<file path="src/verilog/ecss_pkg.sv">
/*
 * ecss_pkg: constants, types and register map for the external bus
 * chip-select and data-move stretch block.
 * Assumes a single 125 MHz APB clock; register byte address is four
 * times the register index.
 */
package ecss_pkg;
	// ==========================================================
	// register indices (byte address = index * 4)
	localparam logic [7:0] IDX_CLK_STRETCH = 8'h8e;
	localparam logic [7:0] IDX_PORT1       = 8'h90;
	localparam logic [7:0] IDX_CON_01      = 8'h92;
	localparam logic [7:0] IDX_CON_23      = 8'h93;
	localparam logic [7:0] IDX_CS0_LO      = 8'h94;
	localparam logic [7:0] IDX_CS0_HI      = 8'h95;
	localparam logic [7:0] IDX_CS1_LO      = 8'h96;
	localparam logic [7:0] IDX_CS1_HI      = 8'h97;
	localparam logic [7:0] IDX_CS2_LO      = 8'h9a;
	localparam logic [7:0] IDX_CS2_HI      = 8'h9b;
	localparam logic [7:0] IDX_CS3_LO      = 8'h9c;
	localparam logic [7:0] IDX_CS3_HI      = 8'h9d;
	localparam logic [7:0] IDX_CS_POL      = 8'ha2;
	localparam logic [7:0] IDX_PORT4       = 8'ha5;
	localparam logic [7:0] IDX_PORT1_LATCH = 8'hb0;
	localparam logic [7:0] IDX_PORT4_LATCH = 8'hb1;
	// ==========================================================
	// reset values
	localparam logic [7:0] RST_CLK_STRETCH = 8'h01;
	localparam logic [7:0] RST_PORT        = 8'hff;
	localparam logic [7:0] RST_ZERO        = 8'h00;
	// ==========================================================
	// field layout
	localparam int STRETCH_LSB = 0;
	localparam int STRETCH_W   = 3;
	localparam int POL_LSB     = 4;
	localparam int NPIN        = 4;
	localparam int NIB         = 4;
	localparam int MODE_LSB    = 2;
	localparam int CMP_LSB     = 0;
	localparam int DIV_W       = 8;
	// ==========================================================
	// pin modes and compare widths
	localparam logic [1:0] MODE_GPIO = 2'h0;
	localparam logic [1:0] MODE_RD   = 2'h1;
	localparam logic [1:0] MODE_WR   = 2'h2;
	localparam logic [1:0] MODE_RW   = 2'h3;
	localparam logic [1:0] CMP_FULL  = 2'h0;
	localparam logic [1:0] CMP_A15_1 = 2'h1;
	localparam logic [1:0] CMP_A15_2 = 2'h2;
	localparam logic [1:0] CMP_PAGE  = 2'h3;
	// machine cycles of address phase, and of an on-chip data phase
	localparam logic [3:0] MC_ONE    = 4'h1;

	typedef enum logic [1:0] {ECSS_IDLE, ECSS_ADDR, ECSS_STRB} ecss_phase_t;

	typedef struct packed {
		logic        write;
		logic        onchip;
		logic [15:0] addr;
		logic [7:0]  wdata;
	} ecss_move_t;
endpackage

</file>
<file path="src/verilog/ecss_top.sv">
/*
 * ecss_top: chip-select generation on four spare port pins, general
 * purpose port one, and the stretched external data-move sequencer,
 * with an APB register slave.
 * Assumes the core issues one data move at a time through a valid /
 * ready pair, and that pins are pulled up outside the chip.
 */
// The implementer's own choice: register access over APB.
`timescale 1ns/1ps
module ecss_top
	import ecss_pkg::*;
#(
	parameter int CLKS_PER_MC = 4
) (
	input  wire logic        pclk,
	input  wire logic        presetn,
	input  wire logic        psel,
	input  wire logic        penable,
	input  wire logic        pwrite,
	input  wire logic [11:0] paddr,
	input  wire logic [31:0] pwdata,
	output logic [31:0]      prdata,
	output logic             pready,
	output logic             pslverr,
	input  wire logic        move_valid,
	input  wire ecss_move_t  move_req,
	output logic             move_ready,
	output logic             move_done,
	output logic [7:0]       move_rdata,
	output logic [15:0]      ext_addr,
	output logic             ext_rd_n,
	output logic             ext_wr_n,
	output logic [7:0]       ext_dout,
	output logic             ext_doe,
	input  wire logic [7:0]  ext_din,
	input  wire logic [7:0]  port1_in,
	output logic [7:0]       port1_out,
	output logic [7:0]       port1_oe,
	input  wire logic [3:0]  cs_pin_in,
	output logic [3:0]       cs_pin_out,
	output logic [3:0]       cs_pin_oe
);
	// ==========================================================
	// state
	typedef struct packed {
		ecss_phase_t          phase;
		ecss_move_t           mv;
		logic [2:0]           stretch;
		logic [DIV_W-1:0]     div;
		logic [3:0]           mc_left;
		logic                 done;
		logic [7:0]           rdata;
		logic [7:0]           clk_stretch;
		logic [7:0]           port1;
		logic [3:0]           port4;
		logic [7:0]           con_01;
		logic [7:0]           con_23;
		logic [NPIN-1:0][7:0] base_lo;
		logic [NPIN-1:0][7:0] base_hi;
		logic [3:0]           pol;
		logic [7:0]           port1_meta;
		logic [7:0]           port1_sync;
		logic [3:0]           p4_meta;
		logic [3:0]           p4_sync;
		logic [7:0]           din_meta;
		logic [7:0]           din_sync;
		logic [31:0]          prdata;
		logic                 pslverr;
	} ecss_state_t;

	ecss_state_t s;
	ecss_state_t next_s;

	localparam logic [DIV_W-1:0] DIV_LAST = DIV_W'(CLKS_PER_MC - 1);

	// ==========================================================
	// helpers
	function automatic logic addr_match(input logic [15:0] a, input logic [7:0] lo,
			input logic [7:0] hi, input logic [1:0] cmp);
		logic [15:0] base;
		base = {hi, lo};
		unique case (cmp)
			CMP_FULL:  addr_match = (a == base);
			CMP_A15_1: addr_match = (a[15:1] == base[15:1]);
			CMP_A15_2: addr_match = (a[15:2] == base[15:2]);
			CMP_PAGE:  addr_match = (a[15:8] == hi);
		endcase
	endfunction

	function automatic logic [3:0] pin_nibble(input logic [7:0] c01, input logic [7:0] c23,
			input int unsigned pin);
		logic [15:0] all;
		all = {c23, c01};
		pin_nibble = all[pin*NIB +: NIB];
	endfunction

	// ==========================================================
	// derived signals
	logic       idx_ok;
	logic [7:0] idx;
	logic       mc_tick;
	logic       strobe;
	logic [3:0] cs_active;
	logic [3:0] gpio_mask;
	logic [3:0] hit;
	logic       apb_wr;
	logic       apb_setup;

	assign idx       = paddr[9:2];
	assign apb_setup = psel & ~penable;
	assign apb_wr    = psel & penable & pwrite;
	assign mc_tick   = (s.phase != ECSS_IDLE) && (s.div == DIV_LAST);
	// on-chip moves never drive the external strobes
	assign strobe    = (s.phase == ECSS_STRB) && !s.mv.onchip;

	always_comb begin
		logic [3:0] nib;
		nib       = '0;
		hit       = '0;
		cs_active = '0;
		gpio_mask = '0;
		for (int unsigned i = 0; i < NPIN; i++) begin
			nib    = pin_nibble(s.con_01, s.con_23, i);
			// every pin decodes identically from its own base pair
			hit[i] = addr_match(s.mv.addr, s.base_lo[i], s.base_hi[i],
				nib[CMP_LSB +: 2]);
			unique case (nib[MODE_LSB +: 2])
				MODE_GPIO: gpio_mask[i] = 1'b1;
				MODE_RD:   cs_active[i] = strobe && !s.mv.write && hit[i];
				MODE_WR:   cs_active[i] = strobe && s.mv.write && hit[i];
				MODE_RW:   cs_active[i] = strobe && hit[i];
			endcase
		end
	end

	// ==========================================================
	// pins
	always_comb begin
		for (int unsigned i = 0; i < NPIN; i++) begin
			if (gpio_mask[i]) begin
				// quasi-bidirectional: only a zero is driven, pull-up gives one
				cs_pin_out[i] = 1'b0;
				cs_pin_oe[i]  = ~s.port4[i];
			end else begin
				cs_pin_out[i] = s.pol[i] ? cs_active[i] : ~cs_active[i];
				cs_pin_oe[i]  = 1'b1;
			end
		end
	end

	assign port1_out  = '0;
	assign port1_oe   = ~s.port1;
	assign ext_addr   = s.mv.addr;
	assign ext_rd_n   = ~(strobe && !s.mv.write);
	assign ext_wr_n   = ~(strobe && s.mv.write);
	assign ext_dout   = s.mv.wdata;
	assign ext_doe    = (s.phase != ECSS_IDLE) && s.mv.write && !s.mv.onchip;
	assign move_ready = (s.phase == ECSS_IDLE);
	assign move_done  = s.done;
	assign move_rdata = s.rdata;
	assign prdata     = s.prdata;
	assign pslverr    = s.pslverr;
	assign pready     = 1'b1;

	// ==========================================================
	// register read decode
	always_comb begin
		idx_ok = 1'b1;
		unique case (idx)
			IDX_CLK_STRETCH, IDX_PORT1, IDX_CON_01, IDX_CON_23,
			IDX_CS0_LO, IDX_CS0_HI, IDX_CS1_LO, IDX_CS1_HI,
			IDX_CS2_LO, IDX_CS2_HI, IDX_CS3_LO, IDX_CS3_HI,
			IDX_CS_POL, IDX_PORT4, IDX_PORT1_LATCH, IDX_PORT4_LATCH: idx_ok = 1'b1;
			default: idx_ok = 1'b0;
		endcase
		if (paddr[1:0] != 2'h0 || paddr[11:10] != 2'h0) begin
			idx_ok = 1'b0;
		end
	end

	// ==========================================================
	// next state
	always_comb begin
		logic [7:0] rd;
		rd     = '0;
		next_s = s;
		next_s.done = 1'b0;
		// synchronisers: stage one is read by stage two only
		next_s.port1_meta = port1_in;
		next_s.port1_sync = s.port1_meta;
		next_s.p4_meta  = cs_pin_in;
		next_s.p4_sync  = s.p4_meta;
		next_s.din_meta = ext_din;
		next_s.din_sync = s.din_meta;

		// read data is prepared in the setup cycle so it comes from flops
		if (apb_setup) begin
			unique case (idx)
				IDX_CLK_STRETCH: rd = s.clk_stretch;
				IDX_PORT1:       rd = s.port1_sync;
				IDX_CON_01:      rd = s.con_01;
				IDX_CON_23:      rd = s.con_23;
				IDX_CS0_LO:      rd = s.base_lo[0];
				IDX_CS0_HI:      rd = s.base_hi[0];
				IDX_CS1_LO:      rd = s.base_lo[1];
				IDX_CS1_HI:      rd = s.base_hi[1];
				IDX_CS2_LO:      rd = s.base_lo[2];
				IDX_CS2_HI:      rd = s.base_hi[2];
				IDX_CS3_LO:      rd = s.base_lo[3];
				IDX_CS3_HI:      rd = s.base_hi[3];
				IDX_CS_POL:      rd = {s.pol, 4'h0};
				IDX_PORT4:       rd = {4'h0, s.p4_sync};
				IDX_PORT1_LATCH: rd = s.port1;
				IDX_PORT4_LATCH: rd = {4'h0, s.port4};
				default:         rd = '0;
			endcase
			next_s.prdata  = {24'h0, rd};
			next_s.pslverr = ~idx_ok;
		end

		if (apb_wr && idx_ok) begin
			unique case (idx)
				IDX_CLK_STRETCH: next_s.clk_stretch = pwdata[7:0];
				IDX_PORT1, IDX_PORT1_LATCH: next_s.port1 = pwdata[7:0];
				IDX_CON_01:      next_s.con_01 = pwdata[7:0];
				IDX_CON_23:      next_s.con_23 = pwdata[7:0];
				IDX_CS0_LO:      next_s.base_lo[0] = pwdata[7:0];
				IDX_CS0_HI:      next_s.base_hi[0] = pwdata[7:0];
				IDX_CS1_LO:      next_s.base_lo[1] = pwdata[7:0];
				IDX_CS1_HI:      next_s.base_hi[1] = pwdata[7:0];
				IDX_CS2_LO:      next_s.base_lo[2] = pwdata[7:0];
				IDX_CS2_HI:      next_s.base_hi[2] = pwdata[7:0];
				IDX_CS3_LO:      next_s.base_lo[3] = pwdata[7:0];
				IDX_CS3_HI:      next_s.base_hi[3] = pwdata[7:0];
				IDX_CS_POL:      next_s.pol = pwdata[POL_LSB +: NPIN];
				IDX_PORT4, IDX_PORT4_LATCH: next_s.port4 = pwdata[3:0];
				default: next_s.pslverr = s.pslverr;
			endcase
		end

		// move sequencer; the stretch is sampled at start so a mid-move
		// write cannot change the length of a move in flight
		unique case (s.phase)
			ECSS_IDLE: begin
				next_s.div = '0;
				if (move_valid) begin
					next_s.mv      = move_req;
					next_s.stretch = s.clk_stretch[STRETCH_LSB +: STRETCH_W];
					next_s.phase   = ECSS_ADDR;
					next_s.mc_left = MC_ONE;
				end
			end
			ECSS_ADDR, ECSS_STRB: begin
				next_s.div = mc_tick ? '0 : DIV_W'(s.div + 1'b1);
				if (mc_tick) begin
					next_s.mc_left = 4'(s.mc_left - 1'b1);
					if (s.mc_left == MC_ONE) begin
						if (s.phase == ECSS_ADDR) begin
							next_s.phase   = ECSS_STRB;
							// total = address cycle + stretch + 1 (or 1 on chip)
							next_s.mc_left = s.mv.onchip ? MC_ONE
								: 4'({1'b0, s.stretch} + MC_ONE);
						end else begin
							next_s.phase = ECSS_IDLE;
							next_s.done  = 1'b1;
							next_s.rdata = s.din_sync;
						end
					end
				end
			end
			default: next_s.phase = ECSS_IDLE;
		endcase
	end

	always_ff @(posedge pclk or negedge presetn) begin
		if (!presetn) begin
			s             <= '0;
			s.phase       <= ECSS_IDLE;
			s.clk_stretch <= RST_CLK_STRETCH;
			s.port1       <= RST_PORT;
			s.port4       <= RST_PORT[3:0];
			s.con_01      <= RST_ZERO;
			s.con_23      <= RST_ZERO;
		end else begin
			s <= next_s;
		end
	end

	// ==========================================================
	// checks
	logic [7:0] mc_count;
	always_ff @(posedge pclk or negedge presetn) begin
		if (!presetn) begin
			mc_count <= '0;
		end else if (move_valid && move_ready) begin
			mc_count <= '0;
		end else if (mc_tick) begin
			mc_count <= 8'(mc_count + 1'b1);
		end
	end

	a_move_len_ext: assert property (@(posedge pclk) disable iff (!presetn)
		move_done && !s.mv.onchip |-> mc_count == 8'({5'h0, s.stretch} + 8'h2))
		else $error("external move length wrong");
	a_move_len_chip: assert property (@(posedge pclk) disable iff (!presetn)
		move_done && s.mv.onchip |-> mc_count == 8'h2)
		else $error("on-chip move not two machine cycles");
	a_strobe_quiet: assert property (@(posedge pclk) disable iff (!presetn)
		s.mv.onchip || s.phase != ECSS_STRB |-> ext_rd_n && ext_wr_n)
		else $error("strobe outside external data phase");
	a_stretch_reset: assert property (@(posedge pclk)
		$rose(presetn) |-> s.clk_stretch[STRETCH_LSB +: STRETCH_W] == 3'h1)
		else $error("stretch not one after reset");
	a_cs_needs_strobe: assert property (@(posedge pclk) disable iff (!presetn)
		(cs_pin_oe & ~gpio_mask & ~(cs_pin_out ^ s.pol)) != 4'h0 |-> !ext_rd_n || !ext_wr_n)
		else $error("chip select active without strobe");
	a_cs_rd_mode: assert property (@(posedge pclk) disable iff (!presetn)
		s.con_01[MODE_LSB +: 2] == MODE_RD && !ext_wr_n |-> cs_pin_out[0] == ~s.pol[0])
		else $error("read-only select fired on write");
	a_cs_wr_page: assert property (@(posedge pclk) disable iff (!presetn)
		s.con_01[NIB +: NIB] == {MODE_WR, CMP_PAGE} && !ext_wr_n
		&& ext_addr[15:8] == s.base_hi[1] |-> cs_pin_out[1] == s.pol[1])
		else $error("page select missed");
	a_gpio_drive: assert property (@(posedge pclk) disable iff (!presetn)
		((cs_pin_oe ^ ~s.port4) & gpio_mask) == 4'h0)
		else $error("gpio pin drive wrong");
	a_port_read: assert property (@(posedge pclk) disable iff (!presetn)
		apb_setup && idx == IDX_PORT1 && paddr[1:0] == 2'h0 && paddr[11:10] == 2'h0
		|=> prdata[7:0] == $past(s.port1_sync))
		else $error("port read did not return pins");
endmodule

</file>
<file path="config.mk">
export PLATFORM = sky130hd
export DESIGN_NAME = ecss_top
export DESIGN_NICKNAME = d
export VERILOG_FILES = /design/src/verilog/ecss_pkg.sv /design/src/verilog/ecss_top.sv
export SDC_FILE = /design/constraint.sdc
export NUM_CORES = 1
export LEC_CHECK = 0
export BUFFER_PORTS_ARGS = -buffer_cell sky130_fd_sc_hd__buf_2
export CORE_MARGIN = 10
export CORE_UTILIZATION = 45
export DETAILED_ROUTE_END_ITERATION = 6
export HOLD_SLACK_MARGIN = 0.02
export PLACE_DENSITY = 0.65
export REMOVE_ABC_BUFFERS = 1
export SLEW_MARGIN = 10
export SYNTH_ARGS = -nofsm -noshare
export SYNTH_HDL_FRONTEND = slang
export SYNTH_SLANG_ARGS = --single-unit
export TNS_END_PERCENT = 10
</file>
<file path="constraint.sdc">
create_clock -name pclk -period 2.8 [get_ports pclk]
set_clock_uncertainty 0.15 [all_clocks]
set_input_delay 0.56 -clock pclk [delete_from_list [all_inputs] [get_ports pclk]]
set_output_delay 0.56 -clock pclk [all_outputs]
set_load 0.02 [all_outputs]
</file>
# --- Word-level counts from Yosys, hierarchy flattened ---
# Cells that the tools add are included.
classes:
  addsub: 3
  n_eq_ne: 64
  muxes: 44
  bitwise: 17
  n_reduce_logical: 57
ops:
  columns: ["operator", "n"]
  rows:
  - ["$eq 8x8->1 const B", 16]
  - ["$pmux 8 s16", 1]
  - ["$eq 16x16->1", 4]
  - ["$eq 15x15->1", 4]
  - ["$eq 14x14->1", 4]
  - ["$eq 2x2->1 const B", 17]
  - ["$eq 8x8->1", 4]
  - ["$mux 31", 1]
  - ["$reduce_and 2->1", 15]
  - ["$mux 13", 2]
  - ["$pmux 12 s2", 1]
  - ["$mux 1", 21]
  - ["$logic_and 1x1->1", 19]
  - ["$eq 2x1->1 const B", 9]
  - ["$logic_not 2->1", 9]
  - ["$mux 9", 2]
  - ["$pmux 1 s4", 4]
  - ["$reduce_or 16->1", 1]
  - ["$not 1->1", 13]
  - ["$mux 4", 3]
  - ["$pmux 1 s3", 4]
  - ["$add 8x1->8 const B", 1]
  - ["$eq 8x2->1 const B", 1]
  - ["$mux 8", 1]
  - ["other kinds (14)", 28]
totals:
  regBits: 205
  in_bits: 96
  out_inout_bits: 95
  wordCells: 217

# --- Longest topological paths before layout ---
logic_depth:
  ltp_word: 8
  ltp_mapped: 8
  ltp_nobuf: 7

# --- Worst setup path after synthesis ---
# No wires, ideal clock.
synth_path:
  path_kind: "register to output"
  start: "register s[227] (netlist name)"
  end: "output cs_pin_out[1]"
  t_arrival_ns: 2.204
  path_slack_ns: -0.114
  path_stages_with_launch: 8
  n_path_buf: 0
  path_cell_list: "dfrtp_1 inv_1 ha_1 nor2b_1 o21ai_0 or4_1 o31ai_1 nor3b_1"
synth_between:
  elab_chain_cells: 8
synth_rtl:
  columns: ["element", "line", "source"]
  rows:
  - ["start: declaration", "ecss_top.sv:71", "ecss_state_t s;"]
  - ["start signal: assignment", "ecss_top.sv:285", "s <= next_s;"]
  - ["$eq 2x2->1 (*)", "ecss_top.sv:114", "assign strobe = (s.phase == ECSS_STRB) && !s.mv.onchip;"]
  - ["$logic_and 1x1->1 (*)", "ecss_top.sv:114", null]
  - ["$logic_and 1x1->1, on equally long branches (2 in series)", "ecss_top.sv:130, ecss_top.sv:129", null]
  - ["$pmux 1 s3 (*)", "ecss_top.sv:127", "unique case (nib[MODE_LSB +: 2])"]
  - ["$not 1->1", "ecss_top.sv:145", "cs_pin_out[i] = s.pol[i] ? cs_active[i] : ~cs_active[i];"]
  - ["$mux 1 (*)", "ecss_top.sv:145", null]
  - ["$mux 1 (*)", "ecss_top.sv:140", "if (gpio_mask[i]) begin"]
  - ["end: declaration", "ecss_top.sv:40", "output logic [3:0] cs_pin_out,"]
# Mark *: on every way between the ends. The rest lies on a longest branch, timed or not.

# --- Final worst setup path ---
layout_path:
  start: "register s (netlist bit ext_addr[13])"
  end: "output cs_pin_out[1]"
layout_between:
  elab_chain_cells: 7
layout_rtl:
  columns: ["element", "line", "source"]
  rows:
  - ["$eq 16x16->1 (tied with other cells)", "ecss_top.sv:83", "CMP_FULL: addr_match = (a == base);"]
  - ["$pmux 1 s4 (*)", "ecss_top.sv:82", "unique case (cmp)"]
  - ["$logic_and 1x1->1, on equally long branches", "ecss_top.sv:131, ecss_top.sv:129, ecss_top.sv:130", null]
  - ["$pmux 1 s3 (*)", "ecss_top.sv:127", null]
  - ["$not 1->1", "ecss_top.sv:145", null]
  - ["$mux 1 (*)", "ecss_top.sv:145", null]
  - ["$mux 1 (*)", "ecss_top.sv:140", null]
# Marks and branches as above.

==> flow_metrics.tcl <==
set metrics [dict create \
    critical_path_class "flip-flop to output pin" \
    period_share_pct 115 \
    arrival_ps 2510 \
    cp_slowest_cell "or4_4" \
    finalNetCount 1210 \
    die_area_um2 29900 \
    drt_iter0_markers 594 \
    initial_core_util_pct 46.1 \
    stdcell_area_um2 13000 \
    ant_nets 0 \
    finalPower_mw 9.68 \
    start_kind "flip-flop" \
    rsz0062_at_grt "yes" \
    netlist_area_um2 10500 \
    syn_inst 921 \
    track_usage_pct 21.2 \
    tns_ps -1470 \
    fmax_mhz 311 \
    yosysUniqueCellTypes 70 \
    cp_max_fo 5 \
    area_growth_pct 24.0 \
    fp.dieW_um 173 \
    finalHoldViolations 0 \
    rows 55 \
    cts_tree "yes" \
    clk_latency_ps 510 \
    layout_commonest_cell "dfrtp_1" \
    synth_edf_count 0 \
    slowest_delay_ps 520 \
    seq_area_um2 5150 \
    antenna_found_initial 0 \
    path_cells "buf_4 -> xnor2_1 -> nand4_1 -> or4_4 -> nor4_2 -> nor3b_4 -> buf_6" \
    ir_drop_mv 0.589 \
    numClockSinks 205 \
    fillers 1928 \
    cts_buffers 24 \
    n_antenna_cell 0 \
    p_leak_nw 6.17 \
    first_pass_iters 7 \
    seq_power_share_pct 37.5 \
    cp.required_ps 2090 \
    die_h_um 173 \
    cts_max_path_buffers 3 \
    pwr-share-clk_pct 32.1 \
    drv_cap 0 \
    grt_pass1_vias 8371 \
    synth-seq-cells 205 \
    grt_max_degree 57 \
    yosysWarnings 0 \
    async_reset_ff_share_pct 100 \
    power_frac_comb_pct 30.4 \
    core_um2 22800 \
    htree_levels 1 \
    holdWs_ps 112 \
    dpl_cell_area_um2 11700 \
    status "finished with violations" \
    drive_gt1_share_pct 43.1 \
    fin_ws_ps -417 \
    grt_pass1_wl_um 50600 \
    mostFrequentLayoutCells "dfrtp_1 (189), mux2_2 (138), buf_2 (128)" \
    synth_ff_type "dfrtp_1" \
    seq_area_frac_synth_pct 49.0 \
    ios 191 \
    p_sw_mw 3.16 \
    grt_overflow_total 0 \
    drv_slew 0 \
    violations "setup timing" \
    fin_util_pct 57.2 \
    tightest_slew_ps 807 \
    power.internal_mw 6.51 \
    multiInputGateArea_um2 4860 \
    via_per_inst 5.52 \
    worstSetupEndpointType "output pin" \
    cts_root_buf "clkbuf_16" \
    switching_share_pct 32.7 \
    remaining_drc_errors 0 \
    synth.avg_cell_area_um2 11.4 \
    hp-class "input port to flip-flop" \
    io_buffers 133 \
    powerDensity_nw_per_um2 743 \
    clk_pin_slew_ps 60 \
    setup-violations-final 4 \
    wl_per_cell_um 22.7 \
    period_needed_ps 3220 \
    dpl.hpwl_um 24100 \
    wl_um 32600 \
    vias 7928 \
    place_congestion 0.971 \
    max_slew_margin_pct 46.0 \
]
## Yosys cell counts (all sizes together) (3+ instances only)
library cell	n	share of area, %
a21oi	11	0.52
a22o	9	0.75
a22oi	10	0.71
a311oi	4	0.33
a31oi	10	0.60
a32o	3	0.29
a32oi	9	0.75
and3	6	0.36
buf	81	5.6
clkbuf	48	1.7
dfrtp	192	46
dfstp	13	3.2
ha	8	0.95
inv	22	0.79
mux2	146	16
mux2i	10	0.95
nand2	54	1.9
nand2b	7	0.42
nand3	18	0.86
nand3b	4	0.29
nand4	14	0.83
nor2	30	1.1
nor2b	14	0.83
nor3	9	0.48
nor3b	6	0.43
nor4	11	0.71
nor4b	3	0.25
o2111ai	3	0.25
o21a	3	0.21
o21ai	33	1.6
o22ai	4	0.24
o31ai	8	0.57
o32a	5	0.48
or2	5	0.30
or3	4	0.29
or4	4	0.32
xnor2	44	3.7
xor2	23	1.9
## repair_timing
| item | CTS | global route |
|---|---|---|
| resized for setup | 35 | 21 |
| pin swaps | 9 | 11 |
| endpoints found under the hold margin | 72 | 0 |
| setup buffers | 4 | 3 |
| hold buffers | 21 | 0 |
| setup endpoints to repair | 4 | 14 |
## kinds of logic (layout without fill, tap and decap cells)
logic type | after synthesis | count (layout) | share of synthesized area (%)
AOI/OAI and AO/OA | 130 | 130 | 8.78
and+or+nand+nor | 201 | 201 | 10.4
muxes | 157 | 157 | 17.1
adders and majority gates | 8 | 8 | 0.952
DFF | 205 | 205 | 49.0
buffers and inverters | 151 | 323 | 8.13
other | 2 | 33 | 0.0714
xor gates and xnor gates | 67 | 67 | 5.58
## sequential cells by signal (all words and copies together), names as in the netlist
signal,count
pslverr,1
next_s,20
move_rdata,8
move_done,1
ext_addr,16
prdata,8
s,143
ext_dout,8
## worst max-delay path: cells and delay by family, from the launching register on
kind	cells	cell delay (ps)
flops	1	470
buf+inv	2	320
simple gates	4	1080
xor+xnor	1	120
## through the flow
step	cells	setup slack [ps]
finish	1437	-417
global route	1437	-507
CTS	1434	-424
detailed placement	1366	-294
global placement	1366	-318
floorplan	823	-670
## path summary, 6_finish.rpt
| kind | startpoint | endpoint | slack (ps) | cells past startpoint |
|---|---|---|---|---|
| min | move_req[13] | ext_addr[5]$_DFFE_PN0P_ | 110 | 2 |
| max | ext_addr[13]$_DFFE_PN0P_ | cs_pin_out[1] | -420 | 7 |
| max reg2reg | s[227]$_DFFE_PN0P_ | move_rdata[0]$_DFFE_PN0P_ | 50 | 9 |
| min reg2reg | next_s[62]$_DFF_PN0_ | s[62]$_DFF_PN0_ | 190 | 0 |
| min in group asynchronous | presetn | s[89]$_DFFE_PN0P_ | 430 | 2 |
| max in group asynchronous | presetn | s[166]$_DFFE_PN1P_ | 1370 | 3 |
## power by group through the flow
stage | clock network (mW) | logic (mW) | registers, mW
2_1_floorplan | 0 | 1.22 | 3.93
3_3_place_gp | 0 | 2.66 | 3.65
3_5_place_dp | 0 | 2.69 | 3.67
4_1_cts | 3.16 | 2.85 | 3.62
5_1_grt | 3.29 | 3.20 | 3.68
6_report | 3.11 | 2.94 | 3.63
## final cells by class
type / instances / share of cell area (%)
multi-input combinational: 596 / 37.3
tap: 313 / 3.01
sequential: 205 / 39.5
timing repair buffer: 257 / 13.5
inverter: 22 / 0.634
clock inverter: 10 / 0.595
clock buffer: 34 / 5.44
## layer usage
layer	vias to the layer above	wire [um]	track usage (%)
met5	-	0	0
li1	3542	-	-
met2	328	15000	33.9
met1	4007	14300	28.8
met4	0	767	5.64
met3	51	2510	4.36
Power figures use the tool's default switching activity.
